===== src/rtl/rsd_pkg.sv =====
package rsd_pkg;
    // Register offsets in configuration space.
    localparam logic [11:0] RSD_OFF_ERR_SEL   = 12'h0B4;
    localparam logic [11:0] RSD_OFF_SLICE     = 12'h91C;
    localparam logic [11:0] RSD_OFF_ENABLES   = 12'h920;
    localparam logic [11:0] RSD_OFF_DECAY_CFG = 12'h928;
    localparam logic [11:0] RSD_OFF_CNT_LOW   = 12'h92C;
    localparam logic [11:0] RSD_OFF_CNT_HIGH  = 12'h930;
    // Field positions.
    localparam int RSD_SPARE_LSB   = 16;
    localparam int RSD_SPARE_W     = 13;
    localparam int RSD_NORM_LSB    = 0;
    localparam int RSD_NORM_W      = 16;
    localparam int RSD_MIRROR_BIT  = 0;
    localparam int RSD_PIN_BIT     = 17;
    localparam int RSD_NMI_BIT     = 16;
    localparam int RSD_SMI_BIT     = 15;
    localparam int RSD_UPPER_LSB   = 6;
    localparam int RSD_LOWER_LSB   = 0;
    localparam int RSD_SEL_W       = 6;
    localparam int RSD_LIMIT_LSB   = 12;
    localparam int RSD_LIMIT_W     = 2;
    // Counter shape.
    localparam int RSD_LOW_W       = 11;
    localparam int RSD_HIGH_W      = 42;
    localparam int RSD_CE_W        = 16;
    // Threshold code range and bit offset: code n selects bit n+11.
    localparam logic [5:0] RSD_SEL_MIN  = 6'h01;
    localparam logic [5:0] RSD_SEL_MAX  = 6'h29;
    // Reset values.
    localparam logic [31:0] RSD_SLICE_RST = 32'h0320_0C80;
    localparam logic [31:0] RSD_ZERO_RST  = 32'h0000_0000;
endpackage : rsd_pkg


===== src/rtl/rsd_slice_arb.sv =====
`timescale 1ns/1ps
// Alternates normal and sparing windows, counting memory clocks.
module rsd_slice_arb
    import rsd_pkg::*;
(
    input  wire logic        sys_clk,    // Memory clock.
    input  wire logic        nrst,       // Async reset, active low.
    input  wire logic        spare_act,  // Sparing flow active.
    input  wire logic [15:0] norm_len,   // Normal window length.
    input  wire logic [12:0] spare_len,  // Sparing window length.
    output logic             in_spare    // High during sparing window.
);
    typedef enum logic [1:0] {RSD_IDLE, RSD_NORM, RSD_SPARE} rsd_win_t;
    typedef struct packed {
        rsd_win_t    win;
        logic [15:0] cnt;
    } rsd_arb_t;
    rsd_arb_t st_reg, st_next;

    // Window sequencing; a zero length still lasts one clock.
    always_comb begin
        st_next = st_reg;
        unique case (st_reg.win)
            RSD_IDLE: begin
                if (spare_act) begin
                    st_next.win = RSD_NORM;
                    st_next.cnt = 16'h0001;
                end
            end
            RSD_NORM: begin
                if (!spare_act) st_next.win = RSD_IDLE;
                else if (st_reg.cnt >= norm_len) begin
                    st_next.win = RSD_SPARE;
                    st_next.cnt = 16'h0001;
                end else st_next.cnt = st_reg.cnt + 16'h0001;
            end
            RSD_SPARE: begin
                if (!spare_act) st_next.win = RSD_IDLE;
                else if (st_reg.cnt >= {3'h0, spare_len}) begin
                    st_next.win = RSD_NORM;
                    st_next.cnt = 16'h0001;
                end else st_next.cnt = st_reg.cnt + 16'h0001;
            end
            default: st_next.win = RSD_IDLE;
        endcase
    end

    always_ff @(posedge sys_clk or negedge nrst) begin
        if (!nrst) st_reg <= '{win: RSD_IDLE, cnt: 16'h0000};
        else st_reg <= st_next;
    end
    assign in_spare = (st_reg.win == RSD_SPARE);
endmodule : rsd_slice_arb


===== src/rtl/rsd_decay_cnt.sv =====
`timescale 1ns/1ps
// Two-stage 53-bit decay counter with two-hot threshold match.
module rsd_decay_cnt
    import rsd_pkg::*;
(
    input  wire logic        sys_clk,                // Memory clock.
    input  wire logic        nrst,                   // Async reset, low.
    input  wire logic        enable,                 // Config nonzero.
    input  wire logic [5:0]  upper_threshold_select, // Upper code.
    input  wire logic [5:0]  lower_threshold_select, // Lower code.
    output logic [41:0]      upper_cnt,              // Upper 42-bit stage.
    output logic             strobe                  // Primary strobe.
);
    typedef struct packed {
        logic [10:0] low;
        logic [41:0] high;
        logic        stb;
    } rsd_dc_t;
    rsd_dc_t st_reg, st_next;
    logic [52:0] full;
    logic        hit_u, hit_l, ok_u, ok_l;

    assign full = {st_reg.high, st_reg.low};
    // Reserved codes select nothing, so a match can never fire.
    assign ok_u  = (upper_threshold_select >= RSD_SEL_MIN)
                   && (upper_threshold_select <= RSD_SEL_MAX);
    assign ok_l  = (lower_threshold_select >= RSD_SEL_MIN)
                   && (lower_threshold_select <= RSD_SEL_MAX);
    assign hit_u = ok_u && full[6'(upper_threshold_select + 6'd11)];
    assign hit_l = ok_l && full[6'(lower_threshold_select + 6'd11)];

    always_comb begin
        st_next     = st_reg;
        st_next.stb = 1'b0;
        if (!enable) begin
            st_next.low  = '0;
            st_next.high = '0;
        end else if (hit_u && hit_l) begin
            st_next.low  = '0;
            st_next.high = '0;
            st_next.stb  = 1'b1;
        end else begin
            st_next.low = st_reg.low + 11'h001;
            if (&st_reg.low) st_next.high = st_reg.high + 42'h001;
        end
    end

    always_ff @(posedge sys_clk or negedge nrst) begin
        if (!nrst) st_reg <= '0;
        else st_reg <= st_next;
    end
    assign upper_cnt = st_reg.high;
    assign strobe    = st_reg.stb;
endmodule : rsd_decay_cnt


===== src/rtl/rsd_ras_ctrl.sv =====
`timescale 1ns/1ps
module rsd_ras_ctrl
    import rsd_pkg::*;
(
    input  wire logic        sys_clk,     // Memory clock, 40 MHz.
    input  wire logic        nrst,        // Async reset, active low.
    input  wire logic        cfg_wr,      // Config write strobe.
    input  wire logic        cfg_rd,      // Config read strobe.
    input  wire logic [11:0] cfg_addr,    // Config byte offset.
    input  wire logic [31:0] cfg_wdata,   // Config write data.
    output logic [31:0]      cfg_rdata,   // Config read data.
    output logic             cfg_rvalid,  // Read data valid pulse.
    input  wire logic        map_ready,   // Channel mapping configured.
    input  wire logic        spare_act,   // Sparing flow active.
    input  wire logic        sys_req,     // System request offered.
    output logic             sys_grant,   // System request taken.
    output logic             spare_win,   // Sparing copy window open.
    output logic             mirror_pol,  // Mirror error policy in use.
    input  wire logic        err_event,   // Error interrupt event.
    output logic             err_pin_n,   // First error pin, low active.
    output logic             nmi_out,     // Nonmaskable signal pulse.
    output logic             smi_out,     // Management signal pulse.
    input  wire logic        ce_load,     // Load error count.
    input  wire logic [15:0] ce_ld_val,   // Error count load value.
    output logic [15:0]      ce_count,    // Correctable error count.
    output logic             leak_pulse   // Leak pulse, one clock.
);
    typedef struct packed {
        logic [31:0] err_sel;
        logic [31:0] slice;
        logic [31:0] enables;
        logic [31:0] decay;
        logic [31:0] rdata;
        logic        rvalid;
        logic        grant;
        logic        spare;
        logic        mirror;
        logic        pin_n;
        logic        nmi;
        logic        smi;
        logic [1:0]  secondary_strobe_count;
        logic [15:0] ce;
        logic        leak;
    } rsd_st_t;
    rsd_st_t st_reg, st_next;
    logic        in_spare;
    logic [41:0] upper_cnt;
    logic        pstrobe;
    logic        decay_on;
    logic [1:0]  secondary_strobe_limit;
    logic        sec_hit;

    assign decay_on = |st_reg.decay;
    assign secondary_strobe_limit = st_reg.decay[RSD_LIMIT_LSB +: RSD_LIMIT_W];
    // limit decode, code 0 means four strobes. Comparing with >= means
    // a limit lowered in mid-count leaks at the next strobe, never wraps.
    assign sec_hit  = ({1'b0, st_reg.secondary_strobe_count} + 3'd1)
                      >= ((secondary_strobe_limit == 2'd0) ? 3'd4
                          : {1'b0, secondary_strobe_limit});

    rsd_slice_arb rsd_slice_arb_inst (
        .sys_clk   (sys_clk),
        .nrst      (nrst),
        .spare_act (spare_act),
        .norm_len  (st_reg.slice[RSD_NORM_LSB +: RSD_NORM_W]),
        .spare_len (st_reg.slice[RSD_SPARE_LSB +: RSD_SPARE_W]),
        .in_spare  (in_spare)
    );

    rsd_decay_cnt rsd_decay_cnt_inst (
        .sys_clk                (sys_clk),
        .nrst                   (nrst),
        .enable                 (decay_on),
        .upper_threshold_select (st_reg.decay[RSD_UPPER_LSB +: RSD_SEL_W]),
        .lower_threshold_select (st_reg.decay[RSD_LOWER_LSB +: RSD_SEL_W]),
        .upper_cnt              (upper_cnt),
        .strobe                 (pstrobe)
    );

    // Register writes, read mux, request gating and error signalling.
    always_comb begin
        st_next        = st_reg;
        st_next.rvalid = cfg_rd;
        st_next.rdata  = 32'h0000_0000;
        st_next.leak   = 1'b0;
        st_next.nmi    = 1'b0;
        st_next.smi    = 1'b0;
        st_next.pin_n  = 1'b1;
        if (cfg_wr) begin
            unique case (cfg_addr)
                RSD_OFF_ERR_SEL:   st_next.err_sel = cfg_wdata & 32'h0003_8000;
                RSD_OFF_SLICE:     st_next.slice = cfg_wdata & 32'h1FFF_FFFF;
                RSD_OFF_ENABLES:   st_next.enables = cfg_wdata & 32'h0000_0001;
                RSD_OFF_DECAY_CFG: st_next.decay = cfg_wdata & 32'h0000_3FFF;
                default: ;
            endcase
        end
        if (cfg_rd) begin
            unique case (cfg_addr)
                RSD_OFF_ERR_SEL:   st_next.rdata = st_reg.err_sel;
                RSD_OFF_SLICE:     st_next.rdata = st_reg.slice;
                RSD_OFF_ENABLES:   st_next.rdata = st_reg.enables;
                RSD_OFF_DECAY_CFG: st_next.rdata = st_reg.decay;
                RSD_OFF_CNT_LOW:   st_next.rdata = upper_cnt[31:0];
                RSD_OFF_CNT_HIGH:  st_next.rdata = {22'h0, upper_cnt[41:32]};
                default:           st_next.rdata = 32'h0000_0000;
            endcase
        end
        st_next.spare = in_spare;
        // grant outside sparing window; an unheld request is dropped, not kept
        st_next.grant = sys_req && !in_spare;
        st_next.mirror = st_reg.enables[RSD_MIRROR_BIT] && map_ready;
        if (err_event) begin
            st_next.pin_n = !st_reg.err_sel[RSD_PIN_BIT];
            st_next.smi = st_reg.err_sel[RSD_SMI_BIT];
            st_next.nmi = st_reg.err_sel[RSD_NMI_BIT]
                          && !st_reg.err_sel[RSD_SMI_BIT];
        end
        if (!decay_on) st_next.secondary_strobe_count = 2'd0;
        else if (pstrobe) begin
            if (sec_hit) begin
                st_next.secondary_strobe_count = 2'd0;
                st_next.leak                   = 1'b1;
            end else begin
                st_next.secondary_strobe_count =
                    st_reg.secondary_strobe_count + 2'd1;
            end
        end
        if (ce_load) st_next.ce = ce_ld_val;
        else if (st_reg.leak && st_reg.ce != 16'h0000)
            st_next.ce = st_reg.ce - 16'h0001;
    end

    always_ff @(posedge sys_clk or negedge nrst) begin
        if (!nrst) begin
            st_reg       <= '0;
            st_reg.slice <= RSD_SLICE_RST;
            st_reg.pin_n <= 1'b1;
        end else st_reg <= st_next;
    end

    // Every output comes straight from the state flops.
    assign cfg_rdata  = st_reg.rdata;
    assign cfg_rvalid = st_reg.rvalid;
    assign sys_grant  = st_reg.grant;
    assign spare_win  = st_reg.spare;
    assign mirror_pol = st_reg.mirror;
    assign err_pin_n  = st_reg.pin_n;
    assign nmi_out    = st_reg.nmi;
    assign smi_out    = st_reg.smi;
    assign ce_count   = st_reg.ce;
    assign leak_pulse = st_reg.leak;

    property p_no_grant_spare;
        @(posedge sys_clk) disable iff (!nrst)
        in_spare |=> !sys_grant;
    endproperty
    a_no_grant_spare: assert property (p_no_grant_spare)
        else $error("grant during sparing window");

    property p_grant_norm;
        @(posedge sys_clk) disable iff (!nrst)
        (sys_req && !in_spare) |=> sys_grant;
    endproperty
    a_grant_norm: assert property (p_grant_norm)
        else $error("request not granted in normal window");

    property p_mirror;
        @(posedge sys_clk) disable iff (!nrst)
        !map_ready |=> !mirror_pol;
    endproperty
    a_mirror: assert property (p_mirror)
        else $error("mirror policy without mapping");

    property p_pin;
        @(posedge sys_clk) disable iff (!nrst)
        (err_event && st_reg.err_sel[RSD_PIN_BIT]) |=> !err_pin_n;
    endproperty
    a_pin: assert property (p_pin)
        else $error("error pin not asserted");

    property p_smi_only;
        @(posedge sys_clk) disable iff (!nrst)
        !(nmi_out && smi_out);
    endproperty
    a_smi_only: assert property (p_smi_only)
        else $error("both interrupts sent");

    property p_smi;
        @(posedge sys_clk) disable iff (!nrst)
        (err_event && st_reg.err_sel[RSD_SMI_BIT]) |=> smi_out;
    endproperty
    a_smi: assert property (p_smi)
        else $error("management interrupt missing");

    property p_no_leak;
        @(posedge sys_clk) disable iff (!nrst)
        (!decay_on && !$past(decay_on)) |-> !leak_pulse;
    endproperty
    a_no_leak: assert property (p_no_leak)
        else $error("leak while decay disabled");

    // leak decrements or holds at zero
    property p_ce_floor;
        @(posedge sys_clk) disable iff (!nrst)
        (leak_pulse && !ce_load) |=>
            (ce_count == (($past(ce_count) == 16'h0000) ? 16'h0000
                          : 16'($past(ce_count) - 16'h0001)));
    endproperty
    a_ce_floor: assert property (p_ce_floor)
        else $error("error count decrement wrong");

    property p_nmi;
        @(posedge sys_clk) disable iff (!nrst)
        (err_event && st_reg.err_sel[RSD_NMI_BIT]
         && !st_reg.err_sel[RSD_SMI_BIT]) |=> nmi_out;
    endproperty
    a_nmi: assert property (p_nmi)
        else $error("nonmaskable signal missing");

    property p_quiet;
        @(posedge sys_clk) disable iff (!nrst)
        !err_event |=> (!nmi_out && !smi_out && err_pin_n);
    endproperty
    a_quiet: assert property (p_quiet)
        else $error("error signal without event");

    property p_leak_src;
        @(posedge sys_clk) disable iff (!nrst)
        leak_pulse |-> $past(pstrobe);
    endproperty
    a_leak_src: assert property (p_leak_src)
        else $error("leak without primary strobe");

    property p_leak_clr;
        @(posedge sys_clk) disable iff (!nrst)
        leak_pulse |-> (st_reg.secondary_strobe_count == 2'd0);
    endproperty
    a_leak_clr: assert property (p_leak_clr)
        else $error("secondary count kept after leak");

    property p_lim_one;
        @(posedge sys_clk) disable iff (!nrst)
        (pstrobe && decay_on && secondary_strobe_limit == 2'd1)
            |=> leak_pulse;
    endproperty
    a_lim_one: assert property (p_lim_one)
        else $error("limit one strobe gave no leak");

    property p_sec_clr;
        @(posedge sys_clk) disable iff (!nrst)
        !decay_on |=> (st_reg.secondary_strobe_count == 2'd0);
    endproperty
    a_sec_clr: assert property (p_sec_clr)
        else $error("secondary count runs while disabled");

    property p_strobe_one;
        @(posedge sys_clk) disable iff (!nrst)
        pstrobe |=> !pstrobe;
    endproperty
    a_strobe_one: assert property (p_strobe_one)
        else $error("primary strobe longer than one clock");

    property p_start_norm;
        @(posedge sys_clk) disable iff (!nrst)
        $rose(spare_act) |=> !in_spare;
    endproperty
    a_start_norm: assert property (p_start_norm)
        else $error("sparing window opened first");

    property p_cnt_low;
        @(posedge sys_clk) disable iff (!nrst)
        (cfg_rd && cfg_addr == RSD_OFF_CNT_LOW)
            |=> (cfg_rdata == 32'($past(upper_cnt)));
    endproperty
    a_cnt_low: assert property (p_cnt_low)
        else $error("counter low readback wrong");
endmodule : rsd_ras_ctrl


===== config.mk =====
export PLATFORM = sky130hd
export DESIGN_NAME = rsd_ras_ctrl
export DESIGN_NICKNAME = d
export VERILOG_FILES = /design/src/rtl/rsd_pkg.sv /design/src/rtl/rsd_slice_arb.sv /design/src/rtl/rsd_decay_cnt.sv /design/src/rtl/rsd_ras_ctrl.sv
export SDC_FILE = /design/constraint.sdc
export NUM_CORES = 1
export LEC_CHECK = 0
export ABC_CLOCK_PERIOD_IN_PS = 3400
export CORE_ASPECT_RATIO = 2
export CORE_MARGIN = 1.5
export CORE_UTILIZATION = 30
export DETAILED_ROUTE_END_ITERATION = 8
export DONT_BUFFER_PORTS = 1
export GPL_TIMING_DRIVEN = 0
export PLACE_DENSITY = 0.43
export SLEW_MARGIN = 25
export SYNTH_ARGS = -nofsm -noshare
export SYNTH_HDL_FRONTEND = slang
export SYNTH_SLANG_ARGS = --single-unit

===== constraint.sdc =====
create_clock -name sys_clk -period 3.4 [get_ports sys_clk]
set_clock_uncertainty 0.1 [all_clocks]
set_input_delay 0.51 -clock sys_clk [delete_from_list [all_inputs] [get_ports sys_clk]]
set_output_delay 0.51 -clock sys_clk [all_outputs]
set_load 0.1 [all_outputs]

# After elaboration in Yosys (flattened, before gate mapping)
# Index checks and enable logic that the tools add are counted.
[classes]
add_sub_neg = 8
magnitude_cmp = 9
n_eq_ne = 15
mux = 32
reduce_logical = 25
[ops]
columns = ["operator", "n"]
rows = [
  ["32-bit one-hot mux with 6 select lines", 1],
  ["53-bit 2-to-1 mux", 2],
  ["16-bit 2-to-1 mux", 6],
  ["12-bit == test, second input constant", 5],
  ["16-bit one-hot mux with 3 select lines", 1],
  ["42-bit by 1-bit adder with 42-bit output, second input constant", 1],
  ["42-bit 2-to-1 mux", 1],
  ["32-bit 2-to-1 mux", 1],
  ["18-bit 2-to-1 mux", 1],
  ["16-bit by 1-bit adder with 16-bit output, second input constant", 1],
  ["16-bit by 13-bit >= comparator with 1-bit output", 1],
  ["16-bit >= comparator", 1],
  ["16-bit nonzero test", 1],
  ["16-bit by 1-bit subtractor with 16-bit output, second input constant", 1],
  ["6-bit by 7-bit less-than comparator with 1-bit output, second input constant", 2],
  ["2-bit 2-to-1 mux", 7],
  ["14-bit OR reduction", 1],
  ["6-bit by 4-bit adder with 6-bit output, second input constant", 2],
  ["1-bit binary-select mux with 6-bit select", 2],
  ["12-bit by 8-bit == test with 1-bit output, second input constant", 1],
  ["6-bit by 1-bit >= comparator with 1-bit output, second input constant", 2],
  ["6-bit <= comparator, second input constant", 2],
  ["11-bit by 1-bit adder with 11-bit output, second input constant", 1],
  ["11-bit AND reduction", 1],
  ["19 further kinds", 44],
]
[word_totals]
register_bits = 177
wordCells = 109

# Longest topological paths before layout
[logic_depth]
depth_word = 7
ltp_mapped = 13
depth_no_buf = 9

# Cells and area by module
# From an unflattened synthesis, not the netlist that was laid out.
[hier_totals]
hier_cells = 1198
area_unflattened_um2 = 12030.3
[modules_own_cells]
columns = ["mod", "instances", "cells_each", "area_each_um2", "seq_area_each_um2"]
rows = [
  ["rsd_ras_ctrl", 1, 458, 5333.9, 2636.3],
  ["rsd_decay_cnt", 1, 497, 4636.9, 1351.3],
  ["rsd_slice_arb", 1, 243, 2059.5, 450.4],
]

# Worst setup path before layout
# No wires, ideal clock.
[synth_path]
path_type = "register to register"
start = "reg st_reg[64] (netlist bit)"
end = "reg rsd_decay_cnt_inst.st_reg, in the netlist rsd_decay_cnt_inst.upper_cnt[16]"
setup_ps = 73
arrival_ps = 2872
slack_ps = 354
stages_incl_launch_ff = 13
period_less_slack_ps = 3046
cell_sequence = "dfrtp_1 > buf_6 > buf_2 > inv_1 > ha_1 > mux4_2 > nor2b_1 > a221oi_1 > nor3_1 > a311o_1 > a21boi_4 > buf_6 > a21oi_2"
[synth_via]
elab_chain_cells = 7
word_cells_on_any_way = 12
[synth_rtl]
columns = ["element", "line", "source"]
rows = [
  ["from (decl)", "rsd_ras_ctrl.sv:45", "rsd_st_t st_reg, st_next;"],
  ["from (signal assigned)", "rsd_ras_ctrl.sv:139", "end else st_reg <= st_next;"],
  ["6-bit by 4-bit adder with 6-bit output", "rsd_decay_cnt.sv:29", "assign hit_u = ok_u && full[6'(upper_threshold_select + 6'd11)];"],
  ["1-bit binary-select mux with 6-bit select", "rsd_decay_cnt.sv:29", ""],
  ["1-bit 2-to-1 mux (implied by the code)", "rsd_decay_cnt.sv:29", ""],
  ["1-bit logical AND", "rsd_decay_cnt.sv:29", ""],
  ["1-bit logical AND", "rsd_decay_cnt.sv:38", "end else if (hit_u && hit_l) begin"],
  ["53-bit 2-to-1 mux", "rsd_decay_cnt.sv:38", ""],
  ["53-bit 2-to-1 mux", "rsd_decay_cnt.sv:35", "if (!enable) begin"],
  ["to (signal assigned)", "rsd_decay_cnt.sv:50", "else st_reg <= st_next;"],
  ["to (decl)", "rsd_decay_cnt.sv:19", "rsd_dc_t st_reg, st_next;"],
]
# Parallel ways exist; a longest one is shown, timed or not. The select of a mux whose other input is x is not followed.
# A chain may end at the register's enable or synchronous reset.

==> results by group <==
Run status
  • Status: complete, but fails checks
  • Failing checks: negative hold slack

Global routing
  • Global-route wire length before repair: 54800 µm
  • Met2 Track Usage GR: 40.0%
  • Layer with the highest usage: met2
  • Largest net degree at the start of global routing: 178
  • Vias in the first global route: 8905
  • Aggregate global routing overflow: 0
  • Gr usage total: 19.4%
  • Grt met3 use: 2.85%
  • Met1 usage: 17.7%
  • Initial antenna violation count: 1

Floorplanning
  • Cell Rows: 99
  • Core Area: 36300 µm²
  • Starting Density: 30.3%
  • Die height: 274 µm
  • Die Wd: 138 µm
  • I/O Pins: 125
  • Die area: 37800 µm²

STA
  • Max_slew headroom: 34.9%
  • Worst slew pin tran: 977 ps
  • Max Fclk: 304 MHz
  • Hold Slack: -353 ps
  • Period Utilization, post-route: 96.7%
  • Unrepaired setup endpoints after global routing: no
  • Final count of negative-setup-slack endpoints: 0
  • Slew Viols, Final: 0
  • Hold Vio Cnt, Final: 174
  • Final min period: 3290 ps

Synthesis
  • Commonest cells post-synth: 170 x dfrtp_1, 90 x nand2_1, 57 x inv_1
  • Area of the mapped netlist: 11000 µm²
  • Post-synth EDFFs: 0
  • Synth top area share: 38.7%
  • Main area contributors after synthesis: dfrtp_1 39%, ha_1 5.2%, mux2_2 5.2%, mux4_2 4.5%, a21oi_2 4.0%
  • Synth unique cells: 72
  • Post-synthesis sequential area ratio: 40.4%
  • Mean Syn Cell Area: 10.4 µm²
  • Top-count cell post-synth: dfrtp_1
  • Main flop type after synthesis: dfrtp_1
  • Synth Net Count: 1170
  • Synth area leader: dfrtp_1
  • Fraction of registers with async set/reset: 100%
  • Post-Syn Instances: 1055
  • Synth Register Bits: 177
  • Yosys warnings: 0

Setup path
  • Startpoint types: flop
  • Critical Path Sink Type: flop
  • Crit Path Category: flop to flop
  • CP arrival: 3530 ps
  • Worst r2r path cells: 13
  • Crit Path Max Fanout: 10
  • Worst path required time: 3650 ps

Clock network
  • Later-pin clock latency in the skew report: 470 ps
  • Sink Count: 177
  • Clock transition at path regs: 80 ps
  • CTS tree: done
  • Clock Tree Buf Depth: 2
  • Total CTS buffers: 17
  • Clk root buf: clkbuf_16
  • H-tree Lvls: 4
  • CTS Hold Buffers Added: 2

Route
  • Vias/cell: 5.37
  • Final ANT Viol Nets: 0
  • First DRT Iteration DRCs: 434
  • DRT Pass-1 Iters: 7
  • Total Wirelength: 36000 µm
  • Wire per inst: 23.2 µm
  • DRC: 0
  • DR vias: 8333

Finish
  • Post-route design area: 12400 µm²
  • Final Util: 34.2%
  • Max reg flops: 47
  • Share of layout cells above drive strength 1: 24.7%
  • Area grow syn2layout: 13.0%
  • Nets: 1198

Worst hold path
  • Hold Crit Class: primary input to asynchronous set/reset pin

Place
  • Placed Area: 11600 µm²
  • Port bufs: 0
  • Routability congestion estimate: 0.881
  • Detailed-placement wirelength estimate: 28100 µm

Pwr
  • Leakage power: 4.99 nW
  • PwrDens: 398 nW/µm²
  • VDD IR-drop max: 460 µV

Run
  • Max-cap violations: 0
-- power breakdown --
| part | total (mW) | internal [mW] | switching, mW |
|---|---|---|---|
| Clock | 2.14 | 1.12 | 1.02 |
| Sequential | 2.26 | 2.15 | 0.114 |
| Combinational | 0.522 | 0.161 | 0.361 |
| Total | 4.93 | 3.44 | 1.50 |
-- repair_timing --
| item | CTS | global route |
|---|---|---|
| setup endpoints to repair | 60 | 60 |
| cloned | 0 | 0 |
| setup buffers | 3 | 4 |
| pin swaps | 2 | 3 |
| endpoints found under the hold margin | 179 | 176 |
| resized for setup | 17 | 10 |
-- cell usage in the layout (no fill, tap or decap), drive strengths merged, types with 14 or more instances in the layout --
master,instances
xor2,30
mux4,26
nor2,56
and3,14
ha,46
a222oi,16
clkbuf,47
nand2,90
dfrtp,170
xnor2,43
nand4,33
nand3,36
o21ai,31
mux2,51
buf,78
inv,64
nor3,14
a22oi,14
a21oi,73
nor4,15
-- cells by family (layout without fill, tap and decap cells) --
| family | Yosys count | count (layout) | share of synthesized area (%) |
|---|---|---|---|
| buffers and inverters | 158 | 199 | 7.94 |
| xor gates and xnor gates | 73 | 73 | 5.99 |
| other | 0 | 1 | 0 |
| muxes | 84 | 84 | 11.3 |
| DFF | 177 | 177 | 40.4 |
| AOI/OAI and AO/OA | 195 | 195 | 13.9 |
| and+or+nand+nor | 321 | 321 | 15.1 |
| adders and majority gates | 47 | 47 | 5.34 |
-- final cells by class --
class                   count  area [µm²]
multi-input cells         720        5770
plain buffers             101         694
well taps                 454         568
fillers                  3702       23900
flip-flops and latches    177        4440
diodes                      1        2.50
clock buffers              17         425
inverters                  57         214
repair buffers              9        97.6
clock inverters            15         198
-- worst paths after layout --
check                      slack [ps]                    start                                       end
setup / recovery                  110   st_reg[64]$_DFFE_PN0P_       rsd_decay_cnt_inst.strobe$_DFF_PN0_
hold / removal                   -350                     nrst  rsd_slice_arb_inst.st_reg[9]$_DFFE_PN0P_
setup reg to reg                  110   st_reg[64]$_DFFE_PN0P_       rsd_decay_cnt_inst.strobe$_DFF_PN0_
hold reg to reg                   350  st_reg[171]$_DFFE_PN0P_                       err_pin_n$_DFF_PN1_
max in group asynchronous        3140                     nrst                   st_reg[132]$_DFFE_PN1P_
min in group sys_clk               60            ce_ld_val[14]                  ce_count[14]$_DFFE_PN0P_
-- metal layers --
layer,wire length (µm),up-vias,share of wire [%]
li1,-,3821,-
met1,11800,4238,33
met2,21500,202,60
met3,1080,72,3.0
met4,1600,0,4.4
met5,0,-,0
-- worst max-delay path, cell delays in order (launching register included) --
cell	delay (ps)
dfrtp_1	400
buf_12	170
buf_6	170
inv_1	80
ha_4	330
mux4_2	510
nor2b_1	150
a221oi_2	230
nor3_1	90
a311o_1	340
a21boi_4	150
buf_12	160
buf_4	140
and3_1	150
-- metrics by stage --
step                hold WS, ps  setup TNS [ps]  std cells  worst slack, ps  power (mW)
global placement            123          -30730       1509             -609        2.80
CTS                        -392               0       1546             5.64        4.99
global route               -367               0       1551             9.79        5.11
detailed placement          124          -31550       1509             -622        2.81
floorplan                   114               0       1055              354        2.70
finish                     -353               0       1551              113        4.93
No activity file was read; power rests on OpenSTA's default activity.
